## src/stc_regs_cfg.svh

```systemverilog
// offsets, field positions, reset values and write masks of the tuning register group
// assumes inclusion by bare name from the package and the register bank
`ifndef STC_REGS_CFG_SVH
`define STC_REGS_CFG_SVH

`define STC_OFS_SCRATCH 8'h6c
`define STC_OFS_TIMER 8'h70
`define STC_OFS_MODE 8'h74

`define STC_RST_SCRATCH 32'h04000800
`define STC_RST_TIMER 32'h80000000
// upstream power-management field default is arbitrary (zero)
`define STC_RST_MODE_UP 32'h0a730002
`define STC_RST_MODE_DN 32'h0a730102
// enabled edges the strap stages need after reset before a capture
`define STC_STRAP_FILL_END 2'h3

`define STC_CFG_MASK_SCRATCH 32'hffffffff
`define STC_CFG_MASK_TIMER 32'h7fff1fff
`define STC_CFG_MASK_MODE 32'h00003f7f
`define STC_SIDE_MASK_SCRATCH 32'hffffffff
`define STC_SIDE_MASK_TIMER 32'hffff7fff
`define STC_SIDE_MASK_MODE 32'h7fffff7f

`define STC_TMR_REPLAY_HI 11
`define STC_TMR_REPLAY_LO 0
`define STC_TMR_REPLAY_EN 12
`define STC_TMR_PM_CAP_DIS 13
`define STC_TMR_MSI_CAP_DIS 14
`define STC_TMR_RSVD 15
`define STC_TMR_ACK_HI 29
`define STC_TMR_ACK_LO 16
`define STC_TMR_ACK_EN 30
`define STC_TMR_VGA 31

`define STC_MODE_STORE_FWD 0
`define STC_MODE_CT_HI 2
`define STC_MODE_CT_LO 1
`define STC_MODE_ARB_HOLD 3
`define STC_MODE_CREDIT_ALL 4
`define STC_MODE_ORD_EGRESS 5
`define STC_MODE_ORD_TAG 6
`define STC_MODE_RSVD_LO 7
`define STC_MODE_PM_HI 13
`define STC_MODE_PM_LO 8
`define STC_MODE_RXPOL 14
`define STC_MODE_PARITY 15
`define STC_MODE_DRV_LOW_HI 20
`define STC_MODE_DRV_LOW_LO 16
`define STC_MODE_DRV_HIGH_HI 25
`define STC_MODE_DRV_HIGH_LO 21
`define STC_MODE_DRV_HALF_HI 30
`define STC_MODE_DRV_HALF_LO 26
`define STC_MODE_RSVD_HI 31

`endif

```

## src/stc_regs_pkg.sv

```systemverilog
// types shared by the tuning register group and its users
// assumes the constants header is on the include path
package stc_regs_pkg;
`include "stc_regs_cfg.svh"

	// one register access: configuration space or side-channel load
	typedef struct packed {
		logic req;
		logic wr;
		logic [7:0] addr;
		logic [3:0] be;
		logic [31:0] wdata;
	} stc_access_type;

	// controls consumed by the link layer
	typedef struct packed {
		logic [11:0] replay_timeout_value;
		logic replay_use_user;
		logic [13:0] ack_latency_value;
		logic ack_use_user;
		logic vga_decode_en;
		logic pm_cap_disable;
		logic msi_cap_disable;
	} stc_link_ctrl_type;

	// controls consumed by the forwarding, arbiter, credit and phy logic
	typedef struct packed {
		logic store_forward;
		logic [1:0] cut_through_advance;
		logic arb_hold_on_grant;
		logic credit_all_types;
		logic order_egress;
		logic order_cpl_tag;
		logic [5:0] pm_ctrl_param;
		logic rx_polarity_flip_off_strap;
		logic parity_ctrl_disable;
		logic [4:0] drive_level_low_deemph;
		logic [4:0] drive_level_high_deemph;
		logic [4:0] drive_level_half_swing;
	} stc_switch_ctrl_type;

endpackage

```

## src/stc_tuning_regs.sv

```systemverilog
// tuning register group of a switch port: scratch word, timer overrides and operation mode word
// assumes a configuration-space agent presenting one dword access per request and a side-channel
// loader (smbus or eeprom autoload) that may rewrite every non-reserved bit, read-only ones too
//
// Overview of operation
// RL1: 12-bit replay time-out value, rw, resets zero
// RL2: override bit selects user replay time-out
// RL3: 14-bit ack latency value, rw, resets zero
// RL4: override bit selects user ack latency
// RL5: read-only vga decode flag, resets one
// RL6: side channel may rewrite all defaults
// RL7: mode bit picks store-forward over cut-through
// RL8: threshold moves cut-through start 0-3 cycles earlier
// RL9: arbitration bit set holds grant while requesting
// RL10: bit clear moves only to credited requester
// RL11: credit bit set releases all types together
// RL12: credit bit clear releases per credit type
// RL13: egress bit enforces cross-port ordering
// RL14: tag bit enforces ordering across completion tags
// RL15: downstream copy: pm default one, strap polarity
// RL16: reserved bits read zero, writes ignored
`timescale 1ns/10ps
`include "stc_regs_cfg.svh"

module stc_tuning_regs #(
	parameter bit downstream_port = 1'b0
) (
	input wire logic mclk,
	input wire logic resetn,
	input wire logic cfg_clk_en,
	input wire stc_regs_pkg::stc_access_type cfg_in,
	output logic cfg_ack,
	output logic [31:0] cfg_rdata,
	input wire stc_regs_pkg::stc_access_type side_in,
	input wire logic rx_polarity_strap_pin,
	output stc_regs_pkg::stc_link_ctrl_type link_ctrl,
	output stc_regs_pkg::stc_switch_ctrl_type switch_ctrl
);
	import stc_regs_pkg::*;

	////////////////////////////////////////////////////////////////////////////////////////////
	// storage and helpers

	localparam logic [31:0] mode_reset = downstream_port ? `STC_RST_MODE_DN : `STC_RST_MODE_UP;

	logic [31:0] scratch;
	logic [31:0] timer;
	logic [31:0] mode;
	logic strap_ff1;
	logic strap_ff2;
	logic strap_ff3;
	logic strap_taken;

	// byte-lane merge limited to the bits the writer may touch
	function automatic logic [31:0] stc_merge(input logic [31:0] old, input logic [31:0] wdata,
		input logic [3:0] be, input logic [31:0] mask);
		logic [31:0] lane;
		lane = {{8{be[3]}}, {8{be[2]}}, {8{be[1]}}, {8{be[0]}}} & mask;
		return (old & ~lane) | (wdata & lane);
	endfunction

	logic cfg_wr_scratch;
	logic cfg_wr_timer;
	logic cfg_wr_mode;
	logic side_wr_scratch;
	logic side_wr_timer;
	logic side_wr_mode;

	always_comb
	begin
		cfg_wr_scratch = cfg_in.req && cfg_in.wr && (cfg_in.addr == `STC_OFS_SCRATCH);
		cfg_wr_timer = cfg_in.req && cfg_in.wr && (cfg_in.addr == `STC_OFS_TIMER);
		cfg_wr_mode = cfg_in.req && cfg_in.wr && (cfg_in.addr == `STC_OFS_MODE);
		side_wr_scratch = side_in.req && side_in.wr && (side_in.addr == `STC_OFS_SCRATCH);
		side_wr_timer = side_in.req && side_in.wr && (side_in.addr == `STC_OFS_TIMER);
		side_wr_mode = side_in.req && side_in.wr && (side_in.addr == `STC_OFS_MODE);
	end

	////////////////////////////////////////////////////////////////////////////////////////////
	// scratch word

	// a side-channel load in the same cycle takes the register; the configuration write is dropped
	always_ff @(posedge mclk or negedge resetn)
	begin
		if (!resetn)
			scratch <= `STC_RST_SCRATCH;
		else if (cfg_clk_en)
		begin
			if (side_wr_scratch)
				scratch <= stc_merge(scratch, side_in.wdata, side_in.be, `STC_SIDE_MASK_SCRATCH); // [RL6]
			else if (cfg_wr_scratch)
				scratch <= stc_merge(scratch, cfg_in.wdata, cfg_in.be, `STC_CFG_MASK_SCRATCH);
		end
	end

	////////////////////////////////////////////////////////////////////////////////////////////
	// timer override word

	always_ff @(posedge mclk or negedge resetn)
	begin
		if (!resetn)
			timer <= `STC_RST_TIMER; // [RL1] [RL3] [RL5]
		else if (cfg_clk_en)
		begin
			if (side_wr_timer)
				timer <= stc_merge(timer, side_in.wdata, side_in.be, `STC_SIDE_MASK_TIMER); // [RL6] [RL16]
			else if (cfg_wr_timer)
				timer <= stc_merge(timer, cfg_in.wdata, cfg_in.be, `STC_CFG_MASK_TIMER); // [RL1] [RL3] [RL16]
		end
	end

	////////////////////////////////////////////////////////////////////////////////////////////
	// receive polarity strap: three stages, taken once the last two agree after reset

	always_ff @(posedge mclk or negedge resetn)
	begin
		if (!resetn)
		begin
			strap_ff1 <= 1'b0;
			strap_ff2 <= 1'b0;
			strap_ff3 <= 1'b0;
		end
		else if (cfg_clk_en)
		begin
			strap_ff1 <= rx_polarity_strap_pin;
			strap_ff2 <= strap_ff1;
			strap_ff3 <= strap_ff2;
		end
	end

	logic strap_load;
	assign strap_load = downstream_port && !strap_taken && (strap_ff2 == strap_ff3);

	// three edges are needed so the last stage holds the pin before capture
	logic [1:0] strap_fill;

	always_ff @(posedge mclk or negedge resetn)
	begin
		if (!resetn)
			strap_fill <= 2'h0;
		else if (cfg_clk_en && (strap_fill != `STC_STRAP_FILL_END))
			strap_fill <= strap_fill + 2'h1;
	end

	logic strap_capture;
	assign strap_capture = strap_load && (strap_fill == `STC_STRAP_FILL_END);

	always_ff @(posedge mclk or negedge resetn)
	begin
		if (!resetn)
			strap_taken <= 1'b0;
		else if (cfg_clk_en && strap_capture)
			strap_taken <= 1'b1;
	end

	////////////////////////////////////////////////////////////////////////////////////////////
	// operation mode word

	logic [31:0] next_mode;

	always_comb
	begin
		next_mode = mode;
		if (side_wr_mode)
			next_mode = stc_merge(mode, side_in.wdata, side_in.be, `STC_SIDE_MASK_MODE); // [RL6] [RL16]
		else if (cfg_wr_mode)
			next_mode = stc_merge(mode, cfg_in.wdata, cfg_in.be, `STC_CFG_MASK_MODE); // [RL7] [RL16]
		// strap sets the default; a later side-channel load may still replace it
		if (strap_capture && !(side_wr_mode && side_in.be[1]))
			next_mode[`STC_MODE_RXPOL] = strap_ff3; // [RL15]
	end

	always_ff @(posedge mclk or negedge resetn)
	begin
		if (!resetn)
			mode <= mode_reset; // [RL7] [RL8] [RL15]
		else if (cfg_clk_en)
			mode <= next_mode;
	end

	////////////////////////////////////////////////////////////////////////////////////////////
	// configuration-space read and answer

	logic [31:0] next_rdata;

	always_comb
	begin
		case (cfg_in.addr)
			`STC_OFS_SCRATCH: next_rdata = scratch;
			`STC_OFS_TIMER: next_rdata = timer;
			`STC_OFS_MODE: next_rdata = mode;
			default: next_rdata = 32'h00000000;
		endcase
	end

	always_ff @(posedge mclk or negedge resetn)
	begin
		if (!resetn)
		begin
			cfg_ack <= 1'b0;
			cfg_rdata <= 32'h00000000;
		end
		else if (cfg_clk_en)
		begin
			cfg_ack <= cfg_in.req;
			if (cfg_in.req && !cfg_in.wr)
				cfg_rdata <= next_rdata;
		end
	end

	////////////////////////////////////////////////////////////////////////////////////////////
	// controls to the rest of the switch, straight from the register bits

	always_comb
	begin
		link_ctrl.replay_timeout_value = timer[`STC_TMR_REPLAY_HI:`STC_TMR_REPLAY_LO]; // [RL1]
		link_ctrl.replay_use_user = timer[`STC_TMR_REPLAY_EN]; // [RL2]
		link_ctrl.ack_latency_value = timer[`STC_TMR_ACK_HI:`STC_TMR_ACK_LO]; // [RL3]
		link_ctrl.ack_use_user = timer[`STC_TMR_ACK_EN]; // [RL4]
		link_ctrl.vga_decode_en = timer[`STC_TMR_VGA]; // [RL5]
		link_ctrl.pm_cap_disable = timer[`STC_TMR_PM_CAP_DIS];
		link_ctrl.msi_cap_disable = timer[`STC_TMR_MSI_CAP_DIS];
		switch_ctrl.store_forward = mode[`STC_MODE_STORE_FWD]; // [RL7]
		switch_ctrl.cut_through_advance = mode[`STC_MODE_CT_HI:`STC_MODE_CT_LO]; // [RL8]
		switch_ctrl.arb_hold_on_grant = mode[`STC_MODE_ARB_HOLD]; // [RL9] [RL10]
		switch_ctrl.credit_all_types = mode[`STC_MODE_CREDIT_ALL]; // [RL11] [RL12]
		switch_ctrl.order_egress = mode[`STC_MODE_ORD_EGRESS]; // [RL13]
		switch_ctrl.order_cpl_tag = mode[`STC_MODE_ORD_TAG]; // [RL14]
		switch_ctrl.pm_ctrl_param = mode[`STC_MODE_PM_HI:`STC_MODE_PM_LO]; // [RL15]
		switch_ctrl.rx_polarity_flip_off_strap = mode[`STC_MODE_RXPOL]; // [RL15]
		switch_ctrl.parity_ctrl_disable = mode[`STC_MODE_PARITY];
		switch_ctrl.drive_level_low_deemph = mode[`STC_MODE_DRV_LOW_HI:`STC_MODE_DRV_LOW_LO];
		switch_ctrl.drive_level_high_deemph = mode[`STC_MODE_DRV_HIGH_HI:`STC_MODE_DRV_HIGH_LO];
		switch_ctrl.drive_level_half_swing = mode[`STC_MODE_DRV_HALF_HI:`STC_MODE_DRV_HALF_LO];
	end

	////////////////////////////////////////////////////////////////////////////////////////////
	// checks

	a_replay_value_write: assert property (@(posedge mclk) disable iff (!resetn) // [RL1]
		(cfg_clk_en && cfg_wr_timer && !side_wr_timer && (cfg_in.be[1:0] == 2'h3))
		|=> (link_ctrl.replay_timeout_value == $past(cfg_in.wdata[11:0])))
		else $error("replay time-out value not taken from write");

	a_replay_use_user: assert property (@(posedge mclk) disable iff (!resetn) // [RL2]
		(cfg_clk_en && cfg_wr_timer && !side_wr_timer && cfg_in.be[1])
		|=> (link_ctrl.replay_use_user == $past(cfg_in.wdata[12])))
		else $error("replay override bit not taken from write");

	a_ack_value_write: assert property (@(posedge mclk) disable iff (!resetn) // [RL3]
		(cfg_clk_en && cfg_wr_timer && !side_wr_timer && (cfg_in.be[3:2] == 2'h3))
		|=> (link_ctrl.ack_latency_value == $past(cfg_in.wdata[29:16])))
		else $error("ack latency value not taken from write");

	a_ack_use_user: assert property (@(posedge mclk) disable iff (!resetn) // [RL4]
		(cfg_clk_en && cfg_wr_timer && !side_wr_timer && cfg_in.be[3])
		|=> (link_ctrl.ack_use_user == $past(cfg_in.wdata[30])))
		else $error("ack override bit not taken from write");

	a_vga_read_only: assert property (@(posedge mclk) disable iff (!resetn) // [RL5]
		(cfg_clk_en && !side_wr_timer) |=> $stable(link_ctrl.vga_decode_en))
		else $error("vga decode flag changed without side-channel load");

	a_side_load_ro: assert property (@(posedge mclk) disable iff (!resetn) // [RL6]
		(cfg_clk_en && side_wr_mode && side_in.be[2])
		|=> (switch_ctrl.drive_level_low_deemph == $past(side_in.wdata[20:16])))
		else $error("side-channel load missed a read-only field");

	a_forward_mode: assert property (@(posedge mclk) disable iff (!resetn) // [RL7]
		(cfg_clk_en && cfg_wr_mode && !side_wr_mode && cfg_in.be[0])
		|=> (switch_ctrl.store_forward == $past(cfg_in.wdata[0]))
		&& (switch_ctrl.cut_through_advance == $past(cfg_in.wdata[2:1])))
		else $error("forwarding mode fields not taken from write");

	a_strap_capture: assert property (@(posedge mclk) disable iff (!resetn) // [RL15]
		(cfg_clk_en && strap_capture && !side_wr_mode)
		|=> (switch_ctrl.rx_polarity_flip_off_strap == $past(strap_ff3)) && strap_taken)
		else $error("strap not captured into polarity bit");

	a_reserved_zero: assert property (@(posedge mclk) disable iff (!resetn) // [RL16]
		!timer[`STC_TMR_RSVD] && !mode[`STC_MODE_RSVD_LO] && !mode[`STC_MODE_RSVD_HI])
		else $error("reserved bit reads as one");

	a_read_answer: assert property (@(posedge mclk) disable iff (!resetn) // [RL16]
		(cfg_clk_en && cfg_in.req && !cfg_in.wr && (cfg_in.addr == `STC_OFS_MODE))
		|=> cfg_ack && (cfg_rdata == $past(mode)))
		else $error("mode word read answer wrong");

	a_freeze_enable: assert property (@(posedge mclk) disable iff (!resetn)
		!cfg_clk_en |=> $stable(scratch) && $stable(timer) && $stable(mode) && $stable(cfg_ack))
		else $error("state moved while clock enable low");

	a_ack_idle: assert property (@(posedge mclk) disable iff (!resetn)
		(cfg_clk_en && !cfg_in.req) |=> !cfg_ack)
		else $error("answer without request");

	a_read_timer: assert property (@(posedge mclk) disable iff (!resetn) // [RL1] [RL3]
		(cfg_clk_en && cfg_in.req && !cfg_in.wr && (cfg_in.addr == `STC_OFS_TIMER))
		|=> cfg_ack && (cfg_rdata == $past(timer)))
		else $error("timer word read answer wrong");

	a_arb_mode_write: assert property (@(posedge mclk) disable iff (!resetn) // [RL9] [RL10]
		(cfg_clk_en && cfg_wr_mode && !side_wr_mode && cfg_in.be[0])
		|=> (switch_ctrl.arb_hold_on_grant == $past(cfg_in.wdata[`STC_MODE_ARB_HOLD])))
		else $error("arbitration mode bit not taken from write");

	a_credit_mode_write: assert property (@(posedge mclk) disable iff (!resetn) // [RL11] [RL12]
		(cfg_clk_en && cfg_wr_mode && !side_wr_mode && cfg_in.be[0])
		|=> (switch_ctrl.credit_all_types == $past(cfg_in.wdata[`STC_MODE_CREDIT_ALL])))
		else $error("credit update bit not taken from write");

	a_egress_order_write: assert property (@(posedge mclk) disable iff (!resetn) // [RL13]
		(cfg_clk_en && cfg_wr_mode && !side_wr_mode && cfg_in.be[0])
		|=> (switch_ctrl.order_egress == $past(cfg_in.wdata[`STC_MODE_ORD_EGRESS])))
		else $error("egress ordering bit not taken from write");

	a_tag_order_write: assert property (@(posedge mclk) disable iff (!resetn) // [RL14]
		(cfg_clk_en && cfg_wr_mode && !side_wr_mode && cfg_in.be[0])
		|=> (switch_ctrl.order_cpl_tag == $past(cfg_in.wdata[`STC_MODE_ORD_TAG])))
		else $error("completion tag ordering bit not taken from write");

	a_timer_ro_kept: assert property (@(posedge mclk) disable iff (!resetn) // [RL6]
		!side_wr_timer |=> $stable(link_ctrl.pm_cap_disable) && $stable(link_ctrl.msi_cap_disable))
		else $error("read-only timer bit changed without side-channel load");

	a_mode_ro_kept: assert property (@(posedge mclk) disable iff (!resetn) // [RL6]
		!side_wr_mode |=> $stable(switch_ctrl.parity_ctrl_disable)
		&& $stable(switch_ctrl.drive_level_low_deemph) && $stable(switch_ctrl.drive_level_high_deemph)
		&& $stable(switch_ctrl.drive_level_half_swing))
		else $error("read-only mode field changed without side-channel load");

	a_polarity_kept: assert property (@(posedge mclk) disable iff (!resetn) // [RL15]
		(!side_wr_mode && !strap_capture) |=> $stable(switch_ctrl.rx_polarity_flip_off_strap))
		else $error("polarity bit changed without strap or side-channel load");

	a_unmapped_ignored: assert property (@(posedge mclk) disable iff (!resetn) // [RL16]
		(cfg_in.req && cfg_in.wr && !cfg_wr_scratch && !cfg_wr_timer && !cfg_wr_mode && !side_in.req && !strap_capture)
		|=> $stable(scratch) && $stable(timer) && $stable(mode))
		else $error("unmapped write changed a register");

	a_side_wins: assert property (@(posedge mclk) disable iff (!resetn) // [RL6]
		(cfg_clk_en && side_wr_scratch && cfg_wr_scratch && (side_in.be == 4'hf))
		|=> (scratch == $past(side_in.wdata)))
		else $error("side-channel load lost a same-cycle collision");

endmodule // stc_tuning_regs

```

## config.mk

```make
export PLATFORM = sky130hd
export DESIGN_NAME = stc_tuning_regs
export DESIGN_NICKNAME = d
export VERILOG_FILES = /design/src/stc_regs_pkg.sv /design/src/stc_tuning_regs.sv
export VERILOG_INCLUDE_DIRS = /design/src
export SDC_FILE = /design/constraint.sdc
export NUM_CORES = 1
export LEC_CHECK = 0
export ABC_AREA = 1
export BUFFER_PORTS_ARGS = -buffer_cell sky130_fd_sc_hd__buf_2
export CAP_MARGIN = 10
export CORE_UTILIZATION = 54
export DETAILED_ROUTE_END_ITERATION = 10
export MAX_ROUTING_LAYER = met4
export PLACE_DENSITY = 0.81
export RECOVER_POWER = 50
export SKIP_LAST_GASP = 1
export SLEW_MARGIN = 20
export SYNTH_ARGS = -nofsm -noshare
export SYNTH_HDL_FRONTEND = slang
export SYNTH_SLANG_ARGS = --single-unit
export TNS_END_PERCENT = 5
```

## constraint.sdc

```tcl
create_clock -name mclk -period 1.1 [get_ports mclk]
set_input_delay 0.11 -clock mclk [delete_from_list [all_inputs] [get_ports mclk]]
set_output_delay 0.11 -clock mclk [all_outputs]
set_load 0.01 [all_outputs]
```

==> results.yml <==
run_status:
  status: "finished with violations"
  violations: "setup timing"
worst_setup_path:
  worstPathCellList: "buf_6"
  critPathKind: "reg -> out"
  critical-path-top-delay-family: "flip-flops"
  startpoint_type: "flip-flop"
  crit_path_top_delay_cell: "dfstp_2"
  crit_required_ps: 990
  r2r_end: "cfg_rdata[1]$_DFFE_PN0P_"
  crit_buf_inv: 1
  crit_path_end_kind: "primary output"
  r2r_setup_slack_ps: 0
  arrival_ps: 1090
  worstRegToRegCells: 5
  max_stage_delay_ps: 560
  critPathMaxFanout: 2
power:
  power_frac_seq: 0.417
  p_leak_nw: 6.279
  p_switching_mw: 3.176
  powerDensity_mw_per_mm2: 1099
  sw_frac_of_total: 0.2816
  peakVddDrop_v: 0.0009368
  power_frac_clock: 0.466
  intPower_mw: 8.102
  comb_power_share: 0.116
  fin_total_pwr_mw: 11.28
route:
  drt_wl_total_mm: 27.51
  wl_met2_mm: 12.11
  drt-initial-drc-count: 1246
  viasPerCell: 5.711
  vias: 9144
  drc: 0
  antenna_left: 0
  wire_per_inst_um: 17.18
  drtPass1Iterations: 9
  dr_wl_met3_mm: 3.324
  highest_layer: "met4"
  met1_length_mm: 11.02
cells_and_area:
  synthToLayoutAreaGrowth_pct: 33.83
  drive_gt1_frac: 0.2730
  fillers: 1099
  n_antenna_cell: 0
  layout.nets: 1504
  fin_area_mm2: 0.01026
  post-route-util: 0.7395
sta:
  setup_viol: 60
  tns_ps: -1815
  maxSlewViolCount: 0
  relSlewSlack: 0.5890
  rsz0062_at_grt: "yes"
  setup_slack_ps: -99.35
  finalHoldViolCount: 0
  tightest_slew_ps: 616.6
  finClkSkew_ps: 8.520
  period_needed_ps: 1199
  max_freq_mhz: 833.8
  period_share: 1.090
yosys:
  ys_seq_area_frac: 0.4129
  ys_seq_elements: 126
  synth_top_area_frac: 0.3752
  synth_warnings: 0
  synthCells: 1140
  yosys-top-cells-area: "dfrtp_1, nand2_1, nand3_1"
  synth_nets: 1236
  syn_avg_cell_area_um2: 6.728
  synth_largest_area_cell: "dfrtp_1"
  synth_cell_types: 20
  synth_area_mm2: 0.007670
clock_tree:
  clkSlewWorstSetupHoldPaths_ps: 60
  cts_tree: "built"
  cts_root_buf: "clkbuf_16"
  clock-sinks: 126
  htreeDepth: 4
  cts-buffers-inserted: 17
  cts_max_path_buffers: 2
  insertion_delay_ps: 430
placed_design:
  gp_congestion: 1.021
  io_buffers: 188
  postPlaceCellArea_mm2: 0.009513
  pre_cts_slack_ps: -438.0
  dp_hpwl_mm: 19.63
global_route:
  grt_max_degree: 34
  grt_pass1_wl_mm: 43.67
  antenna_found_initial: 0
  gr-total-overflow: 0
  grt_pass1_vias: 8506
  grt_usage: 0.3997
floorplanning:
  die_h_um: 121.2
  row_count: 43
  design.die.area_mm2: 0.01468
  die_w_um: 121.2
  core_area_mm2: 0.01388
  start_util: 0.5526
  io_pins: 190
flow_run:
  drv_cap: 0
min_path:
  whs_path_depth: 3
  hp-start: "side_in[30]"
  hold_class: "in -> reg"
  whs_endpoint: "mode[30]$_DFFE_PN0P_"
through the flow:
| step | cells | hold slack [ps] |
|---|---|---|
| finish | 1601 | 7.008 |
| CTS | 1601 | 0.9019 |
| floorplan | 1140 | -185.6 |
| global route | 1601 | 8.393 |
| detailed placement | 1548 | -14.83 |
| global placement | 1548 | -18.43 |
power by group through the flow:
| stage | Combinational (mW) | Sequential (mW) | Clock [mW] |
|---|---|---|---|
| after CTS | 1.30 | 4.70 | 5.25 |
| after global routing | 1.43 | 4.70 | 5.50 |
| after detailed placement | 1.25 | 4.78 | 0 |
| after floorplan | 0.569 | 4.79 | 0 |
| after global placement | 1.24 | 4.78 | 0 |
| final | 1.31 | 4.70 | 5.26 |
timing repair:
action / 4_1_cts / 5_1_grt
endpoints found under the hold margin: 131 / 0
setup endpoints to repair: 48 / 125
buffers inserted: 8 / 0
gates resized for setup: 6 / 5
gates cloned: 0 / 0
hold buffers: 13 / 0
cell families (layout without fill, tap and decap cells):
| logic type | count (synthesis) | after routing | share of synthesized area |
|---|---|---|---|
| buffers and inverters | 151 | 432 | 0.08532 |
| AO/OA/AOI/OAI | 36 | 36 | 0.02349 |
| flip-flops | 126 | 126 | 0.4129 |
| AND/OR/NAND/NOR | 827 | 827 | 0.4783 |
worst max-delay path by stage:
stage                               from                    to  slack [ps]  depth (start not counted)
floorplan                     cfg_in[36]             flip-flop         -30                          9
global placement             side_in[43]             flip-flop        -390                         11
detailed placement           side_in[43]             flip-flop        -440                         11
CTS                 mode[17]$_DFFE_PN1P_       switch_ctrl[11]        -100                          1
global route                 side_in[37]  mode[23]$_DFFE_PN0P_        -110                          8
finish              mode[17]$_DFFE_PN1P_       switch_ctrl[11]        -100                          1
cell usage after synthesis:
cell	instances
clkbuf_1	30
nand2_2	15
o21ai_0	36
buf_2	25
nor3_4	1
nor2_1	12
nand3_4	1
inv_2	2
dfrtp_1	115
nor2_4	3
nand3_1	230
nor2_8	1
buf_6	4
nand2_1	499
nor2_2	2
inv_1	83
dfstp_2	11
nor3_2	3
nand4_1	60
buf_4	7
layout by cell type, fill, tap and decap left out, types with 17 or more instances in the layout:
cell       netlist  final
nand4_1         60     60
o21ai_0         36     36
nand2_2         15     17
buf_2           25    178
clkbuf_16        0     17
nand2_1        499    492
inv_1           83     80
nand3_1        230    229
buf_4            7    104
dfrtp_1        115    115
area by class of cell:
type                    instances  area (µm²)  area share
repair buffers                315        2071      0.2017
clock buffers                  17       425.4     0.04144
inverters                      85       334.1     0.03255
clock inverters                15       127.6     0.01243
multi-input cells             863        3915      0.3814
well taps                     180       225.2     0.02194
flip-flops and latches        126        3167      0.3085
layer usage:
metal	up-vias	global-route usage
li1	4241	-
met1	4125	0.5360
met2	657	0.5864
met3	121	0.09962
met4	0	0.1489
met5	-	-
Note: power is estimated with default switching activity, not from simulation.
